**src/hdl/cfs_consts.svh**
```systemverilog
// Purpose: Addresses, bit positions and reset values of the core register state
// Assumes: Included by the core register state module only
// Notes: Addresses are direct special register addresses
`ifndef CFS_CONSTS_SVH
`define CFS_CONSTS_SVH

// ----------------------------------------
// Register addresses
// ----------------------------------------
`define CFS_A_PORT_ZERO 8'h80
`define CFS_A_STACK 8'h81
`define CFS_A_DATA_POINTER_LO 8'h82
`define CFS_A_DATA_POINTER_HI 8'h83
`define CFS_A_ALT_DATA_POINTER_LO 8'h84
`define CFS_A_ALT_DATA_POINTER_HI 8'h85
`define CFS_A_WDOG_RELOAD 8'h86
`define CFS_A_UART_SPEED 8'h87
`define CFS_A_TIMER_FLAGS 8'h88
`define CFS_A_TIMER_MODE 8'h89
`define CFS_A_TMR0_LO 8'h8A
`define CFS_A_TMR1_LO 8'h8B
`define CFS_A_TMR0_HI 8'h8C
`define CFS_A_TMR1_HI 8'h8D
`define CFS_A_STRETCH 8'h8E
`define CFS_A_PORT_ONE 8'h90
`define CFS_A_PTR_SELECT 8'h92
`define CFS_A_SER0_CTRL 8'h98
`define CFS_A_SER0_BUF 8'h99
`define CFS_A_IRQ_EN_TWO 8'h9A
`define CFS_A_SER1_CTRL 8'h9B
`define CFS_A_SER1_BUF 8'h9C
`define CFS_A_SER1_RELOAD_LO 8'h9D
`define CFS_A_PORT_TWO 8'hA0
`define CFS_A_IRQ_EN_ZERO 8'hA8
`define CFS_A_IRQ_PRI_ZERO 8'hA9
`define CFS_A_SER0_RELOAD_LO 8'hAA
`define CFS_A_IRQ_EN_ONE 8'hB8
`define CFS_A_IRQ_PRI_ONE 8'hB9
`define CFS_A_SER0_RELOAD_HI 8'hBA
`define CFS_A_SER1_RELOAD_HI 8'hBB
`define CFS_A_MOVX_PAGE 8'hBF
`define CFS_A_IRQ_REQ 8'hC0
`define CFS_A_EXT_IRQ_POL 8'hC8
`define CFS_A_STATUS 8'hD0
`define CFS_A_BAUD_CTRL 8'hD8
`define CFS_A_ACCUM 8'hE0
`define CFS_A_SCRATCH 8'hF0
`define CFS_NUM_PLAIN 34

// ----------------------------------------
// Reset values and fields
// ----------------------------------------
`define CFS_RST_ZERO 8'h00
`define CFS_RST_PORT_HI 8'hFF
`define CFS_RST_STACK 8'h07
`define CFS_RST_STRETCH 8'h01
`define CFS_RST_SER0_RELOAD_LO 8'hD9
`define CFS_RST_RELOAD_HI 8'h03
`define CFS_RST_PC 16'h0000
`define CFS_BAUD_MASK 8'h80
`define CFS_PSW_CARRY 7
`define CFS_PSW_HALF 6
`define CFS_PSW_WRAP 2

`endif

```
**src/hdl/cfs_pkg.sv**
```systemverilog
// Purpose: Types shared by the core register state and its users
// Assumes: Nothing beyond the constants header
// Notes: Structs group request, core operation and address outputs
package cfs_pkg;
    typedef struct packed {
        logic wr;
        logic rd;
        logic [7:0] addr;
        logic [7:0] wdata;
    } cfs_sfr_req_t;

    typedef struct packed {
        logic fetch;
        logic pc_load;
        logic [15:0] pc_target;
        logic push;
        logic pop;
        logic acc_we;
        logic [7:0] acc_d;
        logic flags_we;
        logic carry_d;
        logic half_d;
        logic wrap_d;
        logic mul;
        logic div;
    } cfs_core_op_t;

    typedef struct packed {
        logic [7:0] bank_reg;
        logic [15:0] code_tbl;
        logic [15:0] movx_ptr;
        logic [15:0] movx_page;
    } cfs_addr_out_t;
endpackage

```
**src/hdl/cfs_sfr_state.sv**
```systemverilog
// Purpose: Architectural special register state of an 8-bit core
// Assumes: One clock, synchronous reset, direct register port from the core
// Notes: Read data answers one cycle after the read strobe
`include "cfs_consts.svh"
`timescale 1ns/1ns
`default_nettype none

module cfs_sfr_state (
    input wire logic clk_sys_i,
    input wire logic srst_i,
    input wire cfs_pkg::cfs_sfr_req_t sfr_req_i,
    output logic [7:0] sfr_rdata_o,
    output logic sfr_rvalid_o,
    input wire cfs_pkg::cfs_core_op_t core_op_i,
    input wire logic [2:0] reg_sel_i,
    input wire logic [7:0] ind_low_i,
    output var cfs_pkg::cfs_addr_out_t addr_o,
    output logic [15:0] program_counter_o,
    output logic [7:0] stack_pointer_o,
    output logic [7:0] accumulator_o,
    output logic [7:0] program_status_o,
    output logic [7:0] port_zero_latch_o,
    output logic [7:0] port_one_latch_o,
    output logic [7:0] port_two_latch_o,
    output logic [2:0] stretch_o,
    output logic [7:0] ext_irq_polarity_o,
    output logic baud_select_o
);
    import cfs_pkg::*;

    // ----------------------------------------
    // Register table
    // ----------------------------------------
    function automatic logic [7:0] cfs_addr_of(input int idx);
        case (idx)
            0: return `CFS_A_PORT_ZERO;
            1: return `CFS_A_DATA_POINTER_LO;
            2: return `CFS_A_DATA_POINTER_HI;
            3: return `CFS_A_ALT_DATA_POINTER_LO;
            4: return `CFS_A_ALT_DATA_POINTER_HI;
            5: return `CFS_A_WDOG_RELOAD;
            6: return `CFS_A_UART_SPEED;
            7: return `CFS_A_TIMER_FLAGS;
            8: return `CFS_A_TIMER_MODE;
            9: return `CFS_A_TMR0_LO;
            10: return `CFS_A_TMR1_LO;
            11: return `CFS_A_TMR0_HI;
            12: return `CFS_A_TMR1_HI;
            13: return `CFS_A_STRETCH;
            14: return `CFS_A_PORT_ONE;
            15: return `CFS_A_PTR_SELECT;
            16: return `CFS_A_SER0_CTRL;
            17: return `CFS_A_SER0_BUF;
            18: return `CFS_A_IRQ_EN_TWO;
            19: return `CFS_A_SER1_CTRL;
            20: return `CFS_A_SER1_BUF;
            21: return `CFS_A_SER1_RELOAD_LO;
            22: return `CFS_A_PORT_TWO;
            23: return `CFS_A_IRQ_EN_ZERO;
            24: return `CFS_A_IRQ_PRI_ZERO;
            25: return `CFS_A_SER0_RELOAD_LO;
            26: return `CFS_A_IRQ_EN_ONE;
            27: return `CFS_A_IRQ_PRI_ONE;
            28: return `CFS_A_SER0_RELOAD_HI;
            29: return `CFS_A_SER1_RELOAD_HI;
            30: return `CFS_A_MOVX_PAGE;
            31: return `CFS_A_IRQ_REQ;
            32: return `CFS_A_EXT_IRQ_POL;
            33: return `CFS_A_BAUD_CTRL;
            default: return `CFS_RST_ZERO;
        endcase
    endfunction

    // Hit flag in the top bit, table index below
    function automatic logic [6:0] cfs_find(input logic [7:0] a);
        logic [6:0] r;
        r = 7'h00;
        for (int i = 0; i < `CFS_NUM_PLAIN; i++) begin
            if (cfs_addr_of(i) == a) begin
                r = {1'b1, 6'(i)};
            end
        end
        return r;
    endfunction

    function automatic logic [7:0] cfs_rst_of(input int idx);
        case (cfs_addr_of(idx))
            `CFS_A_PORT_ZERO, `CFS_A_PORT_ONE: return `CFS_RST_PORT_HI;
            `CFS_A_STRETCH: return `CFS_RST_STRETCH;
            `CFS_A_SER0_RELOAD_LO: return `CFS_RST_SER0_RELOAD_LO;
            `CFS_A_SER0_RELOAD_HI, `CFS_A_SER1_RELOAD_HI: return `CFS_RST_RELOAD_HI;
            default: return `CFS_RST_ZERO;
        endcase
    endfunction

    function automatic logic [7:0] cfs_mask_of(input int idx);
        if (cfs_addr_of(idx) == `CFS_A_BAUD_CTRL) begin
            return `CFS_BAUD_MASK;
        end
        return 8'hFF;
    endfunction

    localparam logic [5:0] I_P0 = 6'(cfs_find(`CFS_A_PORT_ZERO));
    localparam logic [5:0] I_P1 = 6'(cfs_find(`CFS_A_PORT_ONE));
    localparam logic [5:0] I_P2 = 6'(cfs_find(`CFS_A_PORT_TWO));
    localparam logic [5:0] I_DL = 6'(cfs_find(`CFS_A_DATA_POINTER_LO));
    localparam logic [5:0] I_DH = 6'(cfs_find(`CFS_A_DATA_POINTER_HI));
    localparam logic [5:0] I_AL = 6'(cfs_find(`CFS_A_ALT_DATA_POINTER_LO));
    localparam logic [5:0] I_AH = 6'(cfs_find(`CFS_A_ALT_DATA_POINTER_HI));
    localparam logic [5:0] I_STR = 6'(cfs_find(`CFS_A_STRETCH));
    localparam logic [5:0] I_SEL = 6'(cfs_find(`CFS_A_PTR_SELECT));
    localparam logic [5:0] I_PG = 6'(cfs_find(`CFS_A_MOVX_PAGE));
    localparam logic [5:0] I_POL = 6'(cfs_find(`CFS_A_EXT_IRQ_POL));
    localparam logic [5:0] I_BAUD = 6'(cfs_find(`CFS_A_BAUD_CTRL));

    // ----------------------------------------
    // Direct register port decode
    // ----------------------------------------
    logic [7:0] reg_q [0:`CFS_NUM_PLAIN-1];
    logic [7:0] stack_pointer;
    logic [7:0] accumulator;
    logic [7:0] multiply_scratch;
    logic [7:1] psw_q;
    logic [15:0] program_counter;
    logic [6:0] find_w;
    logic wr_sfr;
    logic [7:0] rd_val;
    logic [15:0] data_pointer;
    logic [15:0] product;
    logic mul_wrap;

    // Lower half belongs to RAM; indirect traffic never reaches this port
    assign wr_sfr = sfr_req_i.wr && sfr_req_i.addr[7];
    assign find_w = cfs_find(sfr_req_i.addr);

    // Unmapped addresses miss every table entry, so writes drop
    generate
        for (genvar g = 0; g < `CFS_NUM_PLAIN; g++) begin : g_plain
            always_ff @(posedge clk_sys_i) begin
                if (srst_i) begin
                    reg_q[g] <= cfs_rst_of(g);
                end else if (wr_sfr && find_w[6] && find_w[5:0] == 6'(g)) begin
                    reg_q[g] <= sfr_req_i.wdata & cfs_mask_of(g);
                end
            end
        end
    endgenerate

    // ----------------------------------------
    // Stack pointer and program counter
    // ----------------------------------------
    always_ff @(posedge clk_sys_i) begin
        if (srst_i) begin
            stack_pointer <= `CFS_RST_STACK;
        end else if (core_op_i.push) begin
            stack_pointer <= stack_pointer + 8'h01;
        end else if (core_op_i.pop) begin
            stack_pointer <= stack_pointer - 8'h01;
        end else if (wr_sfr && sfr_req_i.addr == `CFS_A_STACK) begin
            stack_pointer <= sfr_req_i.wdata;
        end
    end

    always_ff @(posedge clk_sys_i) begin
        if (srst_i) begin
            program_counter <= `CFS_RST_PC;
        end else if (core_op_i.pc_load) begin
            program_counter <= core_op_i.pc_target;
        end else if (core_op_i.fetch) begin
            program_counter <= program_counter + 16'h0001;
        end
    end

    // ----------------------------------------
    // Accumulator, scratch byte and status
    // ----------------------------------------
    assign product = 16'(accumulator) * 16'(multiply_scratch);
    assign mul_wrap = product[15:8] != 8'h00;

    // Core results take priority over a same-cycle direct write
    always_ff @(posedge clk_sys_i) begin
        if (srst_i) begin
            accumulator <= `CFS_RST_ZERO;
        end else if (core_op_i.mul) begin
            accumulator <= product[7:0];
        end else if (core_op_i.div) begin
            if (multiply_scratch != 8'h00) begin
                accumulator <= accumulator / multiply_scratch;
            end
        end else if (core_op_i.acc_we) begin
            accumulator <= core_op_i.acc_d;
        end else if (wr_sfr && sfr_req_i.addr == `CFS_A_ACCUM) begin
            accumulator <= sfr_req_i.wdata;
        end
    end

    // Divide by zero leaves both operands as they were
    always_ff @(posedge clk_sys_i) begin
        if (srst_i) begin
            multiply_scratch <= `CFS_RST_ZERO;
        end else if (core_op_i.mul) begin
            multiply_scratch <= product[15:8];
        end else if (core_op_i.div) begin
            if (multiply_scratch != 8'h00) begin
                multiply_scratch <= accumulator % multiply_scratch;
            end
        end else if (wr_sfr && sfr_req_i.addr == `CFS_A_SCRATCH) begin
            multiply_scratch <= sfr_req_i.wdata;
        end
    end

    // Bit 0 is not stored; parity follows the accumulator directly
    always_ff @(posedge clk_sys_i) begin
        if (srst_i) begin
            psw_q <= 7'h00;
        end else begin
            if (wr_sfr && sfr_req_i.addr == `CFS_A_STATUS) begin
                psw_q <= sfr_req_i.wdata[7:1];
            end
            if (core_op_i.mul || core_op_i.div) begin
                psw_q[`CFS_PSW_CARRY] <= 1'b0;
                psw_q[`CFS_PSW_WRAP] <= core_op_i.mul ? mul_wrap
                    : (multiply_scratch == 8'h00);
            end else if (core_op_i.flags_we) begin
                psw_q[`CFS_PSW_CARRY] <= core_op_i.carry_d;
                psw_q[`CFS_PSW_HALF] <= core_op_i.half_d;
                psw_q[`CFS_PSW_WRAP] <= core_op_i.wrap_d;
            end
        end
    end

    assign program_status_o = {psw_q, ^accumulator};

    // ----------------------------------------
    // Read path
    // ----------------------------------------
    always_comb begin
        rd_val = 8'h00;
        if (sfr_req_i.addr[7]) begin
            case (sfr_req_i.addr)
                `CFS_A_STACK: rd_val = stack_pointer;
                `CFS_A_STATUS: rd_val = program_status_o;
                `CFS_A_ACCUM: rd_val = accumulator;
                `CFS_A_SCRATCH: rd_val = multiply_scratch;
                default: rd_val = find_w[6] ? reg_q[find_w[5:0]] : 8'h00;
            endcase
        end
    end

    always_ff @(posedge clk_sys_i) begin
        if (srst_i) begin
            sfr_rdata_o <= 8'h00;
            sfr_rvalid_o <= 1'b0;
        end else begin
            sfr_rvalid_o <= sfr_req_i.rd;
            if (sfr_req_i.rd) begin
                sfr_rdata_o <= rd_val;
            end
        end
    end

    // ----------------------------------------
    // Address generation and outputs
    // ----------------------------------------
    assign data_pointer = reg_q[I_SEL][0] ? {reg_q[I_AH], reg_q[I_AL]}
        : {reg_q[I_DH], reg_q[I_DL]};
    assign addr_o = '{bank_reg: {3'b000, psw_q[4], psw_q[3], reg_sel_i},
        code_tbl: data_pointer + {8'h00, accumulator},
        movx_ptr: data_pointer,
        movx_page: {reg_q[I_PG], ind_low_i}};

    assign program_counter_o = program_counter;
    assign stack_pointer_o = stack_pointer;
    assign accumulator_o = accumulator;
    assign port_zero_latch_o = reg_q[I_P0];
    assign port_one_latch_o = reg_q[I_P1];
    assign port_two_latch_o = reg_q[I_P2];
    assign stretch_o = reg_q[I_STR][2:0];
    assign ext_irq_polarity_o = reg_q[I_POL];
    assign baud_select_o = reg_q[I_BAUD][7];
endmodule

`default_nettype wire

```
**config.mk**
```make
export PLATFORM = sky130hd
export DESIGN_NAME = cfs_sfr_state
export DESIGN_NICKNAME = d
export VERILOG_FILES = /design/src/hdl/cfs_pkg.sv /design/src/hdl/cfs_sfr_state.sv
export VERILOG_INCLUDE_DIRS = /design/src /design/src/hdl
export SDC_FILE = /design/constraint.sdc
export NUM_CORES = 1
export LEC_CHECK = 0
export ABC_AREA = 0
export BUFFER_PORTS_ARGS = -buffer_cell sky130_fd_sc_hd__buf_4
export CELL_PAD_IN_SITES_DETAIL_PLACEMENT = 1
export CELL_PAD_IN_SITES_GLOBAL_PLACEMENT = 2
export CORE_UTILIZATION = 36
export CTS_BUF_LIST = sky130_fd_sc_hd__clkbuf_4 sky130_fd_sc_hd__clkbuf_8
export CTS_CLUSTER_SIZE = 20
export DETAILED_ROUTE_END_ITERATION = 8
export GPL_ROUTABILITY_DRIVEN = 0
export PLACE_DENSITY = 0.83
export SLEW_MARGIN = 10
export SYNTH_ARGS = -nofsm -noshare
export SYNTH_HDL_FRONTEND = slang
export SYNTH_SLANG_ARGS = --single-unit
```
**constraint.sdc**
```tcl
create_clock -name clk_sys_i -period 14.2 [get_ports clk_sys_i]
set_input_delay 1.42 -clock clk_sys_i [delete_from_list [all_inputs] [get_ports clk_sys_i]]
set_output_delay 1.42 -clock clk_sys_i [all_outputs]
set_load 0.005 [all_outputs]
```
## Word-level counts from Yosys, hierarchy flattened

Memories as Yosys holds them, arrays and structs flattened.
Index checks and enable logic that the tools add are counted.

- Register bits: 56
- RAM bits: 272
- Input port bits: 66
- Output and inout bits: 141
- Word-level logic and storage cells: 375
- Memories: 1

Memories:

| name | depth | width | read ports | clocked after Yosys merged registers in | wr ports | line | source |
|---|---|---|---|---|---|---|---|
| reg_q | 34 | 8 | 13 | 0 | 34 | cfs_sfr_state.sv:119 | `` logic [7:0] reg_q [0:`CFS_NUM_PLAIN-1]; `` |

- Add/sub/neg operators: 4
- $mul: 1
- Divide/modulo/power cells: 2
- Equal/unequal tests: 72
- Muxes and demuxes: 196
- Bitwise operators: 34
- Reduce and logical (&&, ||, !) cells: 55

Operators by type and width:

| operator | count |
|---|---|
| $mux W8 | 48 |
| $eq A8 B8 Y1 const A | 34 |
| $mux W7 | 35 |
| $mux W1 | 108 |
| $eq A6 B5 Y1 const B | 16 |
| $eq A6 B4 Y1 const B | 8 |
| $mux W16 | 3 |
| $logic_and A1 B1 Y1 | 40 |
| $or A1 B1 Y1 | 34 |
| $eq A8 B8 Y1 const B | 4 |
| $pmux W8 S4 | 1 |
| $eq A6 B3 Y1 const B | 4 |
| $add A16 B1 Y16 const B | 1 |
| $add A16 B8 Y16 | 1 |
| $mul A8 B8 Y16 | 1 |
| $reduce_bool A8 Y1 | 2 |
| $eq A6 B2 Y1 const B | 2 |
| $eq A6 B6 Y1 const B | 2 |
| $reduce_bool A3 Y1 | 3 |
| $add A8 B1 Y8 const B | 1 |
| $div A8 B8 Y8 | 1 |
| $logic_not A8 Y1 | 1 |
| $mod A8 B8 Y8 | 1 |
| $reduce_xor A8 Y1 | 1 |
| 10 further kinds | 12 |

## Longest topological paths before layout

Gate-level depths: netlist (run 1).

- Word-level depth: 41
- Mapped depth: 56
- Depth with buffers taken out: 52

## Worst setup path before layout (run 1)

No wires, ideal clock.

- Path kind: flip-flop to flip-flop
- Start point: register accumulator[5], in the netlist accumulator_o[5]
- End point: register multiply_scratch[0]
- Setup time: 91 ps
- Data arrival time: 11,300 ps
- Data required time: 14,109 ps
- Slack: 2,809 ps
- Cell stages (with the launch flop): 51
- Path buffers: 4
- Cell sequence: dfxtp_1 -> clkbuf_1 -> inv_1 -> ha_1 -> nor2b_1 -> o2111ai_1 -> xnor2_1 -> ha_1 -> o21ai_0 -> a2111oi_4 -> mux2_2 -> ha_1 -> nor2_1 -> a2111oi_1 -> nor2_1 -> a211o_1 -> ha_1 -> o21ai_0 -> [15 not listed] -> o21ai_0 -> ha_1 -> o21a_1 -> o21ai_0 -> a21oi_1 -> a21o_1 -> clkbuf_1 -> mux2_2 -> ha_1 -> nor2b_1 -> o21ai_0 -> a21boi_0 -> o21ai_0 -> a21oi_1 -> nor2_1 -> mux2i_1 -> mux2i_1 -> a311oi_1

- Word-level cells in the longest chain between the ends: 4
- Elaborated cells between the ends (all ways): 5

RTL lines:

| what | line | source |
|---|---|---|
| from (decl) | cfs_sfr_state.sv:121 | `logic [7:0] accumulator;` |
| from (signal assigned) | cfs_sfr_state.sv:183 | `` accumulator <= `CFS_RST_ZERO; `` |
| from (signal assigned) | cfs_sfr_state.sv:185 | `accumulator <= product[7:0];` |
| from (signal assigned) | cfs_sfr_state.sv:188 | `accumulator <= accumulator / multiply_scratch;` |
| $mod A8 B8 Y8 | cfs_sfr_state.sv:205 | `multiply_scratch <= accumulator % multiply_scratch;` |
| $mux W8 | cfs_sfr_state.sv:204 | `if (multiply_scratch != 8'h00) begin` |
| $mux W8 | cfs_sfr_state.sv:203 | `end else if (core_op_i.div) begin` |
| $mux W8 (*) | cfs_sfr_state.sv:201 | `end else if (core_op_i.mul) begin` |
| to (signal assigned) | cfs_sfr_state.sv:200 | `` multiply_scratch <= `CFS_RST_ZERO; `` |
| to (signal assigned) | cfs_sfr_state.sv:202 | `multiply_scratch <= product[15:8];` |
| to (signal assigned) | cfs_sfr_state.sv:205 |  |
| to (decl) | cfs_sfr_state.sv:122 | `logic [7:0] multiply_scratch;` |

Every way passes the cells marked *; elsewhere a longest branch is shown, timed or not. The select of a mux whose other input is x is not followed.
A chain may end at the register's enable or synchronous reset.

## Worst setup path after layout (run 1)

- Start point: register multiply_scratch[0]
- End point: register multiply_scratch[0]

- Word-level cells in the longest chain between the ends: 4
- Elaborated cells between the ends (all ways): 8

RTL lines:

| what | line |
|---|---|
| $mod A8 B8 Y8 | cfs_sfr_state.sv:205 |
| $mux W8 | cfs_sfr_state.sv:204 |
| $mux W8 | cfs_sfr_state.sv:203 |
| $mux W8 | cfs_sfr_state.sv:201 |

Parallel ways exist; a longest one is shown, timed or not. The select of a mux whose other input is x is not followed.

==> key figures, run 1 <==
Layout
  – Core Util, Final: 41.15%
  – Area Overhead vs Synth: 13.09%
  – Filler cells: 6,790
  – Final net count: 2,560
  – Antenna diodes: 0
  – Layout cells sized above 1: 15.31%

Clocking
  – Root buf cell: clkbuf_8
  – Clock buffer depth: 3
  – Worst skew pair latency: 690 ps
  – CTS H-tree depth: 2
  – Clock sink count: 321
  – Setup Buffers After CTS: 0
  – Reg clk slew, reported paths: 60 ps
  – CTS tree: yes
  – Cts bufs inserted: 60

Routing
  – Routed vias/inst: 5.783
  – Met1 WL: 33,170 um
  – Post-DRT Antenna Nets: 0
  – DRC: 0
  – Routed wl met3: 5355 um
  – Drt first pass iters: 5
  – Met2 WL: 38,680 um
  – Starting DRT DRC Count: 1,256
  – Routed WL per cell: 25.14 um
  – Final wirelength: 80,030 um
  – Max Used Layer: met5
  – DR vias: 18,406

Critical path
  – WS Path Type: register to register
  – CP max FO: 12
  – Critical R2R Launch: multiply_scratch[0]
  – R2R depth: 46
  – Crit end category: register
  – FF-to-FF setup slack: 1080 ps
  – Worst R2R End: multiply_scratch[0]
  – Most frequent CP cell: ha_1
  – Worst path slowest cell: dfxtp_1
  – WP data required: 14,790 ps
  – Slowest stage delay, CP: 580 ps
  – CP Launch Type: register
  – Worst EP arrival: 13,710 ps

Outcome
  – Status: finished clean

STA
  – Actual slew at the worst max-slew pin: 1323 ps
  – Hold_ws: 535.4 ps
  – Crit share post-route: 92.37%
  – Clock skew: 27.69 ps
  – Relative slew margins: 11.29%
  – Final worst setup slack: 1084 ps
  – Final min period: 13,120 ps
  – Slew Viols, Final: 0
  – RSZ-0062 raised after global routing: no
  – Final setup viols: 0
  – Fmax: 76.24 MHz
  – Final Hold Viols: 0
  – Sum Neg Setup Slack: 0 ps

Synthesis
  – Post-synthesis async set-or-reset flop share: 0%
  – Syn Inst Count: 2,265
  – Mapped Area: 0.02147 sq mm
  – Synth Warn #: 0
  – Sequential fraction of the synthesis area: 42.28%
  – EDFF count, synth: 265
  – Yosys reg bits: 321
  – Syn Area/Cell: 9.481 sq um
  – Distinct cell type count after synthesis: 94
  – Ys flop type: edfxtp_1

Floorplanning
  – Initial Utilization: 36.39%
  – # IOs: 207
  – Die area: 0.06063 sq mm
  – Floorplan die width: 246.2 um
  – # rows: 89
  – Die Y: 246.2 um
  – CORE AREA: 0.05902 sq mm

Placed design
  – Pre-CTS setup slack: 425.9 ps
  – Post-DP HPWL: 57,190 um
  – Port bufs: 181

Global routing
  – Global route overflow: 0
  – All-layer global routing usage: 26.30%
  – Initial antenna violation count: 3
  – Global-route wire length before repair: 119,500 um
  – Largest net degree at the start of global routing: 53
  – Vias in the first global route: 19,274

Hold path
  – WHS Endpoint: sfr_rdata_o[7]
  – WHS Path Cells: 2
  – Worst min-delay path startpoint: sfr_rdata_o[7]
  – Hold WC Path Type: register to register

Job
  – MaxCap Viol Count: 0
[stage by stage]
step	instance area, sq um	std cells
2_1_floorplan	21480	2267
3_3_place_gp	23140	3075
3_5_place_dp	23140	3075
4_1_cts	24260	3183
5_1_grt	24290	3183
6_report	24290	3183
[worst max path at each step]
stage / startpoint / to
final: multiply_scratch[0] / multiply_scratch[0]
after global routing: multiply_scratch[0] / multiply_scratch[0]
after CTS: multiply_scratch[0] / multiply_scratch[0]
after detailed placement: multiply_scratch[0] / multiply_scratch[0]
after global placement: multiply_scratch[7] / multiply_scratch[0]
after floorplan: accumulator_o[5] / multiply_scratch[0]
[registers in the layout, summed over array words and instances (netlist names)]
signal             flops
reg_q                265
program_counter_o     16
accumulator_o          8
multiply_scratch       8
sfr_rdata_o            8
stack_pointer_o        8
psw_q                  7
sfr_rvalid_o           1
[kinds of logic (layout without fill, tap and decap cells)]
kind of cell / Yosys count / after routing / share of synthesized area, %
AND/OR/NAND/NOR: 1016 / 1016 / 23.80
AO/OA/AOI/OAI: 386 / 386 / 12.45
flip-flops: 321 / 321 / 42.28
buffers and inverters: 250 / 393 / 5.267
adder cells (fa/ha/maj): 130 / 130 / 8.903
multiplexers: 100 / 100 / 4.801
XOR/XNOR: 61 / 61 / 2.488
other: 1 / 3 / 0.01746
[cells in the final DEF (no fill, tap or decap), types with 42 or more instances in the layout]
cell      count
and2_1      226
nor2_1      196
nor3_1       90
nand2_1     273
edfxtp_1    265
o21ai_0      72
clkbuf_8     61
xnor2_1      42
ha_1         92
nand3_1      55
buf_4       199
dfxtp_1      56
a21oi_1      73
mux2i_1      76
inv_1        83
[per-layer routing]
| metal | vias to the layer above | GRT usage, % |
|---|---|---|
| met2 | 677 | 44.55 |
| li1 | 8211 | - |
| met4 | 2 | 9.499 |
| met1 | 9353 | 33.47 |
| met5 | - | 0 |
| met3 | 163 | 4.444 |
[synth_stat cells (17+ instances only)]
cell	instances	area [sq um]
nor2b_1	23	143.9
ha_1	92	1151
edfxtp_1	265	7958
mux2i_1	76	760.7
dfxtp_1	56	1121
a22oi_1	17	127.6
inv_1	83	311.6
or2_2	26	162.7
xnor2_1	42	367.9
clkbuf_1	91	341.6
buf_4	30	225.2
and2_1	228	1426
a31oi_1	22	137.6
nor2_1	198	743.2
a32oi_1	17	148.9
nand3_1	55	275.3
nor3_1	90	450.4
nand2b_1	17	106.4
a211oi_1	30	225.2
a21oi_1	73	365.4
buf_2	30	150.1
o21ai_0	72	360.4
xor2_1	19	166.4
fa_1	38	760.7
or3_1	19	118.9
mux2_2	24	270.3
and3_1	20	125.1
nand2_1	273	1025
a21o_1	28	210.2
o21bai_1	19	142.6
[worst max-delay path, delay by kind of cell (launching register included)]
kind | cells | cell delay [ps]
AOI/OAI and AO/OA | 25 | 6850
adders and majority gates | 8 | 2740
and+or+nand+nor | 7 | 1200
muxes | 4 | 1140
DFF | 1 | 580
buffers and inverters | 1 | 320
xor gates and xnor gates | 1 | 160
[timing repair]
action	4_1_cts	5_1_grt
hold buffers	0	0
endpoints found under the setup margin	0	9
gates resized for setup	0	5
[final cells by class]
type,count,area (sq um),share of cell area (%)
Multi-Input combinational cell,1696,11310,46.56
Sequential cell,321,9079,37.38
Timing Repair Buffer,199,1494,6.151
Tap cell,773,967.2,3.982
Clock buffer,77,959.7,3.952
Inverter,86,322.8,1.329
Clock inverter,31,155.1,0.6388
Power of run 1 is left out: the tool's default activity adds up to more than one toggle a clock period on the data nets, which glitch-free logic cannot reach.
==> run 2, diff against run 1 <==
Settings changed: REMOVE_ABC_BUFFERS from default to 1.
==> run 2 against run 1 <==
Against the previous run: setup slack got worse by 170 ps; worst hold slack improved by 34 ps; die area did not move; register-to-register slack got worse by 170 ps; critical endpoint unchanged; non-clock buffer count rose by 7; flip-flop and latch count did not move; maximum frequency fell by 1.3%; via count barely moved; clock skew rose by 33 ps; final cell count rose by 0.41%; critical path depth did not move.
==> key figures, run 2 (synthesized netlist as in run 1, its figures left out) <==
Outcome
  – Status: finished clean

Layout
  – Core Util, Final: 41.56% (+0.41 points)
  – Final net count: 2,567 (+0.27%)
  – Max reg flops: 265 (unchanged)
  – Area Overhead vs Synth: 14.22%
  – Filler cells: 6,697 (-1.4%)
  – Most frequent cells in the layout: nand2_1, edfxtp_1, and2_1, buf_4, nor2_1
  – Cell Count, Final, Fillers Out: 3,196 (+0.41%)
  – Commonest non-fill, non-tap cell in the layout: nand2_1
  – Layout cells sized above 1: 16.31% (+1.0 points)
  – Largest reg by FF count: reg_q

STA
  – Final worst setup slack: 915.0 ps (-169.1 ps)
  – Final setup viols: 0 (unchanged)
  – Sum Neg Setup Slack: 0 ps (unchanged)
  – RSZ-0062 raised after global routing: no
  – Fmax: 75.27 MHz (-1.3%)
  – Clock skew: 60.74 ps (+33.05 ps)
  – Final min period: 13,290 ps (+169.1 ps)
  – Relative slew margins: 24.61% (+13 points)
  – Final Hold Viols: 0 (unchanged)
  – Crit share post-route: 93.56% (+1.2 points)
  – Slew Viols, Final: 0 (unchanged)
  – Actual slew at the worst max-slew pin: 1125 ps (-198.7 ps)

Clocking
  – PostCTS Resize Cnt: 0 (unchanged)
  – Worst skew pair latency: 730 ps (+40 ps)
  – # hold bufs at CTS: 0 (unchanged)
  – Clock buffer depth: 3 (unchanged)
  – Clock sink count: 321 (unchanged)
  – Reg clk slew, reported paths: 50 ps (about the same)
  – CTS H-tree depth: 2 (unchanged)
  – Root buf cell: clkbuf_8
  – Setup Buffers After CTS: 0 (unchanged)
  – CTS tree: yes
  – Cts bufs inserted: 60 (unchanged)

Floorplanning
  – # IOs: 207 (unchanged)
  – CORE AREA: 0.05902 sq mm (unchanged)
  – Floorplan die width: 246.2 um (unchanged)
  – Die area: 0.06063 sq mm (unchanged)
  – Die Y: 246.2 um (unchanged)
  – # rows: 89 (unchanged)
  – Initial Utilization: 36.39% (unchanged)

Global routing
  – Global route overflow: 0 (unchanged)
  – Largest net degree at the start of global routing: 48 (-9.4%)
  – Global-route wire length before repair: 120,400 um (+0.70%)
  – Vias in the first global route: 18,979 (-1.5%)
  – All-layer global routing usage: 26.61% (+0.31 points)
  – Initial antenna violation count: 1 (-2)

Placed design
  – Post-DP HPWL: 57,800 um (+1.1%)
  – Dpl cells: 3,082 (+0.23%)
  – Pre-CTS setup slack: 407.6 ps (-18.27 ps)
  – Port bufs: 181 (unchanged)

Critical path
  – Worst path slowest cell: dfxtp_1
  – WP data required: 14,780 ps (about the same)
  – CP Launch Type: register
  – Most frequent CP cell: ha_1
  – Worst EP arrival: 13,870 ps (+160 ps)
  – CP top delay family: compound AO/OA/AOI/OAI gates
  – CP bufs+invs: 1 (unchanged)
  – WS Path Type: register to register
  – CP max FO: 12 (unchanged)
  – Slowest stage delay, CP: 610 ps (+30 ps)
  – Crit end category: register

Routing
  – DR vias: 18,400 (-0.033%)
  – Final wirelength: 81,250 um (+1.5%)
  – Starting DRT DRC Count: 1,532 (+22%)
  – Drt first pass iters: 5 (unchanged)
  – Routed vias/inst: 5.757 (-0.44%)
  – Routed WL per cell: 25.42 um (+1.1%)
  – Post-DRT Antenna Nets: 0 (unchanged)
  – DRC: 0 (unchanged)

Hold path
  – Hold WC Path Type: register to register

Job
  – MaxCap Viol Count: 0 (unchanged)
run 2: cell count changes in the layout (fill, tap and decap cells not counted), sizes merged:
| cell | previous run | this run |
|---|---|---|
| inv | 84 | 86 |
| buf | 199 | 206 |
| clkinv | 32 | 15 |
| bufinv | 0 | 2 |
| clkbuf | 77 | 95 |
| diode | 0 | 1 |
run 2: path summary, 6_finish.rpt:
kind / from / end / slack, ps / depth (start not counted)
setup / recovery: multiply_scratch[0] / multiply_scratch[0] / 910 / 46
hold / removal: stack_pointer_o[7] / stack_pointer_o[7] / 570 / 2
setup reg to reg: multiply_scratch[0] / multiply_scratch[0] / 910 / 46
hold reg to reg: stack_pointer_o[7] / stack_pointer_o[7] / 570 / 2
run 2: cell type report:
| class | count | area (sq um) | area share (%) |
|---|---|---|---|
| well taps | 773 | 967.2 | 3.943 |
| clock buffers | 95 | 1132 | 4.616 |
| flip-flops and latches | 321 | 9079 | 37.01 |
| clock inverters | 18 | 175.2 | 0.7141 |
| repair buffers | 206 | 1546 | 6.305 |
| diodes | 1 | 2.502 | 0.01020 |
| multi-input cells | 1696 | 11300 | 46.08 |
| inverters | 86 | 322.8 | 1.316 |
run 2: layer usage:
metal  vias up  part of all wire [%]  global-route usage (%)
met3       157                   6.6                   4.096
li1       8234                     -                       -
met1      9320                    42                   34.29
met2       689                    49                   45.11
met5         -                     0                       0
met4         0                   3.3                   9.098
run 2: worst register-to-register path, delay by kind of cell, from the launching register on:
kind | cells | cell delay, ps
buffers and inverters | 1 | 320
muxes | 4 | 1160
xor gates and xnor gates | 1 | 160
AOI/OAI and AO/OA | 25 | 7080
DFF | 1 | 610
adders and majority gates | 8 | 2720
and+or+nand+nor | 7 | 1140
run 2: through the flow:
| stage | hold slack (ps) | area (sq um) |
|---|---|---|
| 6_report | 569.7 | 24530 |
| 5_1_grt | 607.7 | 24530 |
| 4_1_cts | 573.2 | 24500 |
| 3_5_place_dp | 566.4 | 23200 |
| 3_3_place_gp | 537.8 | 23200 |
| 2_1_floorplan | 472.4 | 20670 |
Power of run 2 is left out for the same reason.
